<file path="config.mk">
export PLATFORM = sky130hd
export DESIGN_NAME = dsc_ddr2_cmd
export DESIGN_NICKNAME = d
export VERILOG_FILES = /design/src/core/dsc_pkg.sv /design/src/core/dsc_ddr2_cmd.sv
export SDC_FILE = /design/constraint.sdc
export NUM_CORES = 1
export LEC_CHECK = 0
export ABC_AREA = 1
export BUFFER_PORTS_ARGS = -buffer_cell sky130_fd_sc_hd__buf_2
export CAP_MARGIN = 40
export CORE_UTILIZATION = 55
export CTS_CLUSTER_DIAMETER = 150
export DETAILED_ROUTE_END_ITERATION = 10
export MAX_ROUTING_LAYER = met4
export PLACE_DENSITY = 0.71
export SLEW_MARGIN = 20
export SYNTH_ARGS = -nofsm -noshare
export SYNTH_HDL_FRONTEND = slang
export SYNTH_SLANG_ARGS = --single-unit
</file>
<file path="constraint.sdc">
create_clock -name ref_clk -period 3.6 [get_ports ref_clk]
set_clock_uncertainty 0.1 [all_clocks]
set_input_delay 0.18 -clock ref_clk [delete_from_list [all_inputs] [get_ports ref_clk]]
set_output_delay 0.18 -clock ref_clk [all_outputs]
set_load 0.03 [all_outputs]
</file>
<file path="src/core/dsc_pkg.sv">
// Shared constants and types for the memory-side command front end.
// Assumes the command pins are sampled by a much faster local clock.
package dsc_pkg;
    localparam int ADDR_W = 14;
    localparam int COL_W = 10;
    localparam int BANK_W = 2;
    localparam int NUM_BANKS = 4;
    localparam int DQ_W = 8;
    localparam int AUTO_CLOSE_BIT = 10;
    localparam int CNT_W = 4;
    localparam logic [2:0] POSTED_DELAY_MAX = 3'h5;
    localparam logic [2:0] CAS_LAT_MIN = 3'h3;
    localparam logic [CNT_W-1:0] BL_SHORT = 4'h4;
    localparam logic [CNT_W-1:0] BL_LONG = 4'h8;
    localparam logic [CNT_W-1:0] WR_LEAD = 4'h2;
    localparam logic [2:0] OP_REF = 3'h1;
    localparam logic [2:0] OP_PRE = 3'h2;
    localparam logic [2:0] OP_ACT = 3'h3;
    localparam logic [2:0] OP_WR = 3'h4;
    localparam logic [2:0] OP_RD = 3'h5;

    typedef enum logic [1:0]
    {
        DSC_IDLE = 2'b00,
        DSC_WAIT = 2'b01,
        DSC_READ = 2'b11,
        DSC_WRITE = 2'b10
    } dsc_burst_st_t;

    typedef struct packed
    {
        logic sel_n;
        logic row_n;
        logic col_n;
        logic wr_n;
        logic [BANK_W-1:0] bank_select;
        logic [ADDR_W-1:0] addr;
    } dsc_cmd_t;

    typedef struct packed
    {
        logic ck_t;
        logic ck_c;
        logic gate;
        dsc_cmd_t cmd;
        logic [DQ_W-1:0] dq;
        logic dm;
        logic strobe;
    } dsc_pins_t;

    typedef struct packed
    {
        logic active;
        logic [ADDR_W-1:0] row;
    } dsc_bank_t;

    typedef struct packed
    {
        logic is_wr;
        logic auto_close;
        logic bl8;
        logic intl;
        logic [BANK_W-1:0] bank;
        logic [COL_W-1:0] col;
    } dsc_burst_t;
endpackage : dsc_pkg

</file>
<file path="src/core/dsc_ddr2_cmd.sv">
// Memory-side command decoder, bank tracker and burst engine with a small data store.
// Assumes ref_clk is well above the link clock; all pins are synchronised first.
// Notes on behaviour
// - Commands and address are taken where the true clock rises and complement falls.
// - Read data beats leave on both clock crossings, two per period.
// - Data on the 8-bit bus is timed by the strobe; we drive it on reads.
// - Bursts are 4 or 8 beats from the column, sequential or interleaved order.
// - Row comes with activate, column with read or write, on shared pins.
// - Four independent banks, each keeping its own open row.
// - Auto close precharges the bank by itself at the end of the burst.
// - Posted column commands add a delay of 0 to 5 cycles.
// - Write latency is one cycle less than read latency.
// - Clock gate sampled low freezes the device from the next cycle.
// - Gate low with all banks idle enters power down or self refresh.
// - Commands are ignored on edges where select is sampled high.
// - Row strobe low, column high: write high activates, low precharges.
// - Row strobe high, column low: write high reads, low writes.
// - Column on A0-A9, bit 10 asks auto close; rows use all bits.
`timescale 1ns/10ps
module dsc_ddr2_cmd
#(
    parameter int COL_BITS = 4
)
(
    input wire logic ref_clk,
    input wire logic rst_n,
    input wire logic clk_en,
    input wire logic diff_timing_true,
    input wire logic diff_timing_complement,
    input wire logic clk_gate,
    input wire logic sel_n,
    input wire logic row_strobe_n,
    input wire logic col_strobe_n,
    input wire logic write_strobe_n,
    input wire logic [dsc_pkg::BANK_W-1:0] bank_select,
    input wire logic [dsc_pkg::ADDR_W-1:0] addr,
    input wire logic [dsc_pkg::DQ_W-1:0] dq_in,
    input wire logic dm_in,
    input wire logic strobe_in,
    input wire logic burst_len8,
    input wire logic burst_interleave,
    input wire logic [2:0] posted_delay,
    input wire logic [2:0] cas_latency,
    output logic [dsc_pkg::DQ_W-1:0] dq_out,
    output logic dq_oe,
    output logic strobe_out,
    output logic strobe_n_out,
    output logic strobe_oe,
    output logic [dsc_pkg::NUM_BANKS-1:0] bank_active,
    output logic burst_busy,
    output logic power_down,
    output logic self_refresh
);
    import dsc_pkg::*;

    localparam int MEM_AW = BANK_W + COL_BITS;
    localparam int MEM_DEPTH = NUM_BANKS << COL_BITS;

    dsc_pins_t pins;
    dsc_pins_t s1_ff;
    dsc_pins_t s2_ff;
    logic ck_prev_ff;
    logic str_prev_ff;

    dsc_bank_t bank_ff [NUM_BANKS];
    dsc_bank_t nxt_bank_ff [NUM_BANKS];
    dsc_burst_st_t st_ff;
    dsc_burst_st_t nxt_st_ff;
    dsc_burst_t acc_ff;
    dsc_burst_t nxt_acc_ff;
    logic [CNT_W-1:0] cnt_ff;
    logic [CNT_W-1:0] nxt_cnt_ff;
    logic [CNT_W-1:0] beat_ff;
    logic [CNT_W-1:0] nxt_beat_ff;
    logic run_ff;
    logic nxt_run_ff;
    logic pd_ff;
    logic nxt_pd_ff;
    logic sr_ff;
    logic nxt_sr_ff;
    logic busy_ff;
    logic nxt_busy_ff;
    logic [DQ_W-1:0] dq_out_ff;
    logic [DQ_W-1:0] nxt_dq_out_ff;
    logic dq_oe_ff;
    logic nxt_dq_oe_ff;
    logic str_ff;
    logic nxt_str_ff;
    logic str_n_ff;
    logic nxt_str_n_ff;
    logic str_oe_ff;
    logic nxt_str_oe_ff;

    logic [DQ_W-1:0] mem [MEM_DEPTH];
    logic mem_we;
    logic [MEM_AW-1:0] mem_idx;

    logic rise;
    logic fall;
    logic rise_t;
    logic edge_t;
    logic str_edge;
    logic [NUM_BANKS-1:0] idle_vec;
    logic all_idle;
    logic [2:0] op;
    logic [CNT_W-1:0] bl_n;
    logic [CNT_W-1:0] rl;
    logic [COL_W-1:0] cur_col;

    function automatic logic [COL_W-1:0] beat_col(input logic [COL_W-1:0] s,
                                                  input logic [2:0] i,
                                                  input logic bl8,
                                                  input logic intl);
        logic [COL_W-1:0] c;
        c = s;
        if (bl8)
            c[2:0] = intl ? (s[2:0] ^ i) : 3'(s[2:0] + i);
        else
            c[1:0] = intl ? (s[1:0] ^ i[1:0]) : 2'(s[1:0] + i[1:0]);
        return c;
    endfunction : beat_col

    assign pins = '{ck_t: diff_timing_true, ck_c: diff_timing_complement, gate: clk_gate,
                    cmd: '{sel_n: sel_n, row_n: row_strobe_n, col_n: col_strobe_n,
                           wr_n: write_strobe_n, bank_select: bank_select, addr: addr},
                    dq: dq_in, dm: dm_in, strobe: strobe_in};

    // Pins and link clock share one two-stage path so their skew stays matched
    always_ff @(posedge ref_clk or negedge rst_n)
    begin
        if (!rst_n)
        begin
            s1_ff <= '0;
            s2_ff <= '0;
            ck_prev_ff <= 1'b0;
            str_prev_ff <= 1'b0;
        end
        else if (clk_en)
        begin
            s1_ff <= pins;
            s2_ff <= s1_ff;
            ck_prev_ff <= s2_ff.ck_t;
            str_prev_ff <= s2_ff.strobe;
        end
    end

    assign rise = s2_ff.ck_t & ~s2_ff.ck_c & ~ck_prev_ff;
    assign fall = ~s2_ff.ck_t & s2_ff.ck_c & ck_prev_ff;
    assign rise_t = rise & run_ff;
    assign edge_t = (rise | fall) & run_ff;
    assign str_edge = (s2_ff.strobe ^ str_prev_ff) & run_ff;
    assign op = {s2_ff.cmd.row_n, s2_ff.cmd.col_n, s2_ff.cmd.wr_n};
    assign bl_n = acc_ff.bl8 ? BL_LONG : BL_SHORT;
    assign all_idle = &idle_vec;

    genvar gi;
    generate
        for (gi = 0; gi < NUM_BANKS; gi++)
        begin : g_bank
            assign idle_vec[gi] = ~bank_ff[gi].active;
            assign bank_active[gi] = bank_ff[gi].active;
        end
    endgenerate

    always_comb
    begin
        logic launch;
        logic close_req;
        logic [2:0] al;
        logic [2:0] cl;
        launch = 1'b0;
        close_req = 1'b0;
        // Out-of-range settings clamp instead of producing a zero latency
        al = (posted_delay > POSTED_DELAY_MAX) ? POSTED_DELAY_MAX : posted_delay;
        cl = (cas_latency < CAS_LAT_MIN) ? CAS_LAT_MIN : cas_latency;
        rl = CNT_W'({1'b0, al}) + CNT_W'({1'b0, cl});
        nxt_bank_ff = bank_ff;
        nxt_st_ff = st_ff;
        nxt_acc_ff = acc_ff;
        nxt_cnt_ff = cnt_ff;
        nxt_beat_ff = beat_ff;
        nxt_run_ff = run_ff;
        nxt_pd_ff = pd_ff;
        nxt_sr_ff = sr_ff;
        nxt_dq_out_ff = dq_out_ff;
        nxt_dq_oe_ff = dq_oe_ff;
        nxt_str_ff = str_ff;
        nxt_str_oe_ff = str_oe_ff;
        cur_col = beat_col(acc_ff.col, beat_ff[2:0], acc_ff.bl8, acc_ff.intl);
        mem_idx = {acc_ff.bank, cur_col[COL_BITS-1:0]};
        mem_we = 1'b0;

        if (rise)
            nxt_run_ff = s2_ff.gate;

        if (rise && run_ff && !s2_ff.gate && all_idle && st_ff == DSC_IDLE)
        begin
            nxt_pd_ff = 1'b1;
            nxt_sr_ff = !s2_ff.cmd.sel_n && op == OP_REF;
        end
        else if (rise && s2_ff.gate)
        begin
            nxt_pd_ff = 1'b0;
            nxt_sr_ff = 1'b0;
        end

        unique case (st_ff)
            DSC_IDLE:
            begin
            end
            DSC_WAIT:
            begin
                if (rise_t)
                begin
                    if (cnt_ff == 4'h1)
                    begin
                        if (acc_ff.is_wr)
                            nxt_st_ff = DSC_WRITE;
                        else
                        begin
                            nxt_st_ff = DSC_READ;
                            launch = 1'b1;
                        end
                    end
                    else
                        nxt_cnt_ff = cnt_ff - 4'h1;
                end
            end
            DSC_READ:
            begin
                if (edge_t)
                begin
                    if (beat_ff == bl_n)
                    begin
                        nxt_st_ff = DSC_IDLE;
                        nxt_dq_oe_ff = 1'b0;
                        nxt_str_oe_ff = 1'b0;
                        close_req = acc_ff.auto_close;
                    end
                    else
                        launch = 1'b1;
                end
            end
            DSC_WRITE:
            begin
                if (str_edge)
                begin
                    mem_we = ~s2_ff.dm;
                    nxt_beat_ff = beat_ff + 4'h1;
                    if (beat_ff == bl_n - 4'h1)
                    begin
                        nxt_st_ff = DSC_IDLE;
                        close_req = acc_ff.auto_close;
                    end
                end
            end
        endcase

        if (launch)
        begin
            nxt_dq_out_ff = mem[mem_idx];
            nxt_dq_oe_ff = 1'b1;
            nxt_str_ff = rise;
            nxt_str_oe_ff = 1'b1;
            nxt_beat_ff = beat_ff + 4'h1;
        end

        if (close_req)
            nxt_bank_ff[acc_ff.bank].active = 1'b0;

        if (rise_t && !s2_ff.cmd.sel_n)
        begin
            unique case (op)
                OP_ACT:
                begin
                    nxt_bank_ff[s2_ff.cmd.bank_select].active = 1'b1;
                    nxt_bank_ff[s2_ff.cmd.bank_select].row = s2_ff.cmd.addr;
                end
                OP_PRE:
                begin
                    // Bit 10 high closes every bank at once
                    for (int b = 0; b < NUM_BANKS; b++)
                        if (s2_ff.cmd.addr[AUTO_CLOSE_BIT] || b == int'(s2_ff.cmd.bank_select))
                            nxt_bank_ff[b].active = 1'b0;
                end
                OP_RD, OP_WR:
                begin
                    // Access to an idle bank, or during a burst, is dropped
                    if (bank_ff[s2_ff.cmd.bank_select].active && st_ff == DSC_IDLE)
                    begin
                        nxt_st_ff = DSC_WAIT;
                        nxt_acc_ff.is_wr = (op == OP_WR);
                        nxt_acc_ff.auto_close = s2_ff.cmd.addr[AUTO_CLOSE_BIT];
                        nxt_acc_ff.bl8 = burst_len8;
                        nxt_acc_ff.intl = burst_interleave;
                        nxt_acc_ff.bank = s2_ff.cmd.bank_select;
                        nxt_acc_ff.col = s2_ff.cmd.addr[COL_W-1:0];
                        // Write window opens one clock early to catch the strobe preamble
                        nxt_cnt_ff = (op == OP_WR) ? rl - WR_LEAD : rl;
                        nxt_beat_ff = 4'h0;
                    end
                end
                default:
                begin
                end
            endcase
        end
        nxt_busy_ff = nxt_st_ff != DSC_IDLE;
        // Own flop for the complement keeps both strobe pins registered
        nxt_str_n_ff = ~nxt_str_ff;
    end

    always_ff @(posedge ref_clk or negedge rst_n)
    begin
        if (!rst_n)
        begin
            for (int b = 0; b < NUM_BANKS; b++)
                bank_ff[b] <= '0;
            st_ff <= DSC_IDLE;
            acc_ff <= '0;
            cnt_ff <= '0;
            beat_ff <= '0;
            run_ff <= 1'b0;
            pd_ff <= 1'b0;
            sr_ff <= 1'b0;
            busy_ff <= 1'b0;
            dq_out_ff <= '0;
            dq_oe_ff <= 1'b0;
            str_ff <= 1'b0;
            str_n_ff <= 1'b1;
            str_oe_ff <= 1'b0;
        end
        else if (clk_en)
        begin
            bank_ff <= nxt_bank_ff;
            st_ff <= nxt_st_ff;
            acc_ff <= nxt_acc_ff;
            cnt_ff <= nxt_cnt_ff;
            beat_ff <= nxt_beat_ff;
            run_ff <= nxt_run_ff;
            pd_ff <= nxt_pd_ff;
            sr_ff <= nxt_sr_ff;
            busy_ff <= nxt_busy_ff;
            dq_out_ff <= nxt_dq_out_ff;
            dq_oe_ff <= nxt_dq_oe_ff;
            str_ff <= nxt_str_ff;
            str_n_ff <= nxt_str_n_ff;
            str_oe_ff <= nxt_str_oe_ff;
        end
    end

    // Only the low column bits are stored, so the array aliases across columns
    always_ff @(posedge ref_clk)
    begin
        if (clk_en && mem_we)
            mem[mem_idx] <= s2_ff.dq;
    end

    assign dq_out = dq_out_ff;
    assign dq_oe = dq_oe_ff;
    assign strobe_out = str_ff;
    assign strobe_n_out = str_n_ff;
    assign strobe_oe = str_oe_ff;
    assign burst_busy = busy_ff;
    assign power_down = pd_ff;
    assign self_refresh = sr_ff;
endmodule : dsc_ddr2_cmd

</file>
==> flow_metrics.tcl <==
set metrics [dict create \
    status "completed" \
    cp-start-kind "register" \
    dr_wl_met3_um 5252 \
    start_util 0.5555 \
    synth.net_count 2584 \
    placed_cells 3122 \
    min_period_ns 3.572 \
    synth_top_family_by_area "simple AND/OR/NAND/NOR gates" \
    clk_pin_slew_ns 0.06 \
    drive_above_1_share 0.1142 \
    synthMuxAreaShare 0.003103 \
    total_power_mw 19.31 \
    end_kind "register" \
    synthTopCellsByArea "edfxtp_1, nand2_1, dfrtp_1" \
    coreArea_mm2 0.04646 \
    place_hpwl_um 37750 \
    fillers 3590 \
    globalplace.congestion 0.8578 \
    cp_top_family "simple AND/OR/NAND/NOR gates" \
    ir_drop_mv 0.6423 \
    cp_data_required_time_ns 3.76 \
    fmax_ghz 0.2800 \
    synth_edf_count 512 \
    ys_types 36 \
    synthAdderAreaFrac 0.006399 \
    ys_seq_area_frac 0.6821 \
    vias_per_cell 5.536 \
    clock_latency_ns 0.62 \
    place_ws_ns 0.008799 \
    netlist_area_mm2 0.02581 \
    rsz0062_at_grt "true" \
    cts_setup_buffers 0 \
    synth_top_area_share 0.5957 \
    cp.buffers_inverters 1 \
    ys.flop_type "edfxtp_1" \
    worst_slack_ns 0.02808 \
    synth-simple-area-share 0.2337 \
    slowest_delay_ns 0.67 \
    synth_compound_area_frac 0.03791 \
    synthXorXnorAreaFrac 0.001357 \
    rows 79 \
    antenna_left 0 \
    dieArea_mm2 0.04779 \
    setup_viol 0 \
    clk_path_buf_depth 3 \
    holdWs_ns 0.05170 \
    detail_route.wl_per_cell_um 19.23 \
    min_path_type "input port to register" \
    cts-root-buf "clkbuf_16" \
    cts.sinks 601 \
    die_h_um 218.6 \
    hold_viol 0 \
    tightestPinTransition_ns 0.9527 \
    chipWidth_um 218.6 \
    finalCritPeriodShare 0.9922 \
    avgSynthCellArea_um2 10.21 \
    seq_area_mm2 0.01761 \
    place.port_buffers 53 \
    yosys_warnings 0 \
    syn_inst 2528 \
    fin_cells 3269 \
    critPathArrivalTime_ns 3.73 \
    power_density_mw_per_mm2 657.5 \
    ys_seq_elements 601 \
    route.detailed.drc 0 \
    drt_wl_total_um 62870 \
    vias 18097 \
    nets 2672 \
    crit_chain "ha_4, inv_1, fa_1, o21ai_1, nand3_1, nand2_1, nand2_2, nor2_1, nand2_1, nor2_2" \
    wl_met2_um 30400 \
    grt_usage 0.2797 \
    antenna_found_initial 0 \
    post-synth-top-area-cell "edfxtp_1" \
    grt_max_degree 101 \
    drt_iter0_markers 2016 \
    slew_headroom 0.3633 \
    io-pin-count 63 \
    power.static_leakage_nw 12.03 \
    htree_levels 2 \
    grt_pass1_wl_um 98090 \
    path_class "register to register" \
    synthArstFlopShare 0.1481 \
    numCtsBuffers 59 \
    drt-met1-wl_um 25220 \
    max-cap-violations 0 \
    setup_tns_ns 0 \
    cp_slowest_cell "nor2_2" \
    firstDrtPassIters 6 \
    multiInputGateArea_mm2 0.007416 \
    crit_top_cell "nand2_1" \
    critPathMaxFanout 12 \
    drv_slew 0 \
    grt_pass1_vias 17889 \
    cts_tree "yes" \
    top_layer "met4" \
    antennaDiodeCount 0 \
    overflow 0 \
    area_delta_synth_final_pct 13.77 \
]
-- registers in the layout, summed over array words and instances, names as in the netlist, 4 cells and up --
register,flops
acc_ff,10
bank_active,4
beat_ff,4
cnt_ff,4
dq_out,8
mem,512
s1_ff,24
s2_ff,21
-- metrics by stage --
stage	cell area (µm²)	util
floorplan	25810	-
global placement	26760	0.5759
detailed placement	26830	0.5776
CTS	29180	0.6280
global route	29360	0.6321
finish	29360	0.6321
-- synthesized netlist by cell type, drive strengths merged (2+ instances only) --
cell    number
nor4         2
edfxtp     512
dfrtp       88
nand4        8
nand2     1162
ha          10
a21o         2
mux2i        8
buf         80
o211ai       6
a21oi       22
o21ai      144
nor3         2
nor2       130
a21boi       8
xor2         4
fa           2
inv         73
or2         35
clkbuf      52
nand3      173
-- tightest hold or removal path: stages --
cell	delay, ns
buf_2	0.13
inv_1	0.08
nor2_2	0.05
buf_6	0.15
nor2_1	0.09
nor2_1	0.05
-- cells in the final DEF, fill, tap and decap left out, drive strengths merged --
cell         count
nand2         1162
edfxtp         512
nand3          173
o21ai          144
nor2           130
buf            128
dfrtp           88
clkbuf          76
inv             73
or2             35
dlygate4sd3     31
a21oi           22
clkinv          22
bufinv          10
ha              10
mux2i            8
a21boi           8
nand4            8
o211ai           6
xor2             4
a21o             2
nor3             2
nor4             2
fa               2
o221ai           1
a22oi            1
o21a             1
dfstp            1
-- final timing paths --
kind                             from           end  slack, ns  cells past startpoint
setup / recovery           beat_ff[0]    mem[24][7]       0.03                     10
hold / removal                 clk_en     dq_out[1]       0.05                      6
setup reg to reg           beat_ff[0]    mem[24][7]       0.03                     10
hold reg to reg              s1_ff[1]      s1_ff[1]       0.37                      2
max in group asynchronous       rst_n      s2_ff[8]       2.54                      4
min in group asynchronous       rst_n  strobe_n_out       0.55                      3
-- repair_timing --
item | 4_1_cts | 5_1_grt
pin swaps | 0 | 0
gates cloned | 0 | 0
hold buffers | 32 | 0
resized for setup | 1 | 37
setup endpoints to repair | 24 | 309
endpoints found under the hold margin | 116 | 0
-- report_power, final --
part	internal (mW)	switching (mW)	leakage, nW
clock	3.85	2.56	0.992
combinational	1.46	3.36	5.33
sequential	7.84	0.235	5.71
-- metal layers --
metal / vias to the layer above / GRT usage
met2: 733 / 0.4419
met4: 0 / 0.1082
met3: 137 / 0.04523
met1: 8659 / 0.3644
met5: - / -
li1: 8568 / -
-- cells by family (layout without fill, tap and decap cells) --
logic type / after synthesis / in the layout
AND/OR/NAND/NOR: 1512 / 1512
flip-flops: 601 / 601
buffers and inverters: 206 / 340
AO/OA/AOI/OAI: 185 / 185
adder cells (fa/ha/maj): 12 / 12
multiplexers: 8 / 8
XOR/XNOR: 4 / 4
-- layout make-up --
type / instances / share of cell area
Clock inverter: 31 / 0.01359
Timing Repair Buffer: 159 / 0.04359
Sequential cell: 601 / 0.5998
Multi-Input combinational cell: 1721 / 0.2526
Tap cell: 607 / 0.02586
Clock buffer: 76 / 0.05493
Inverter: 74 / 0.009630
Power figures use the tool's default switching activity.
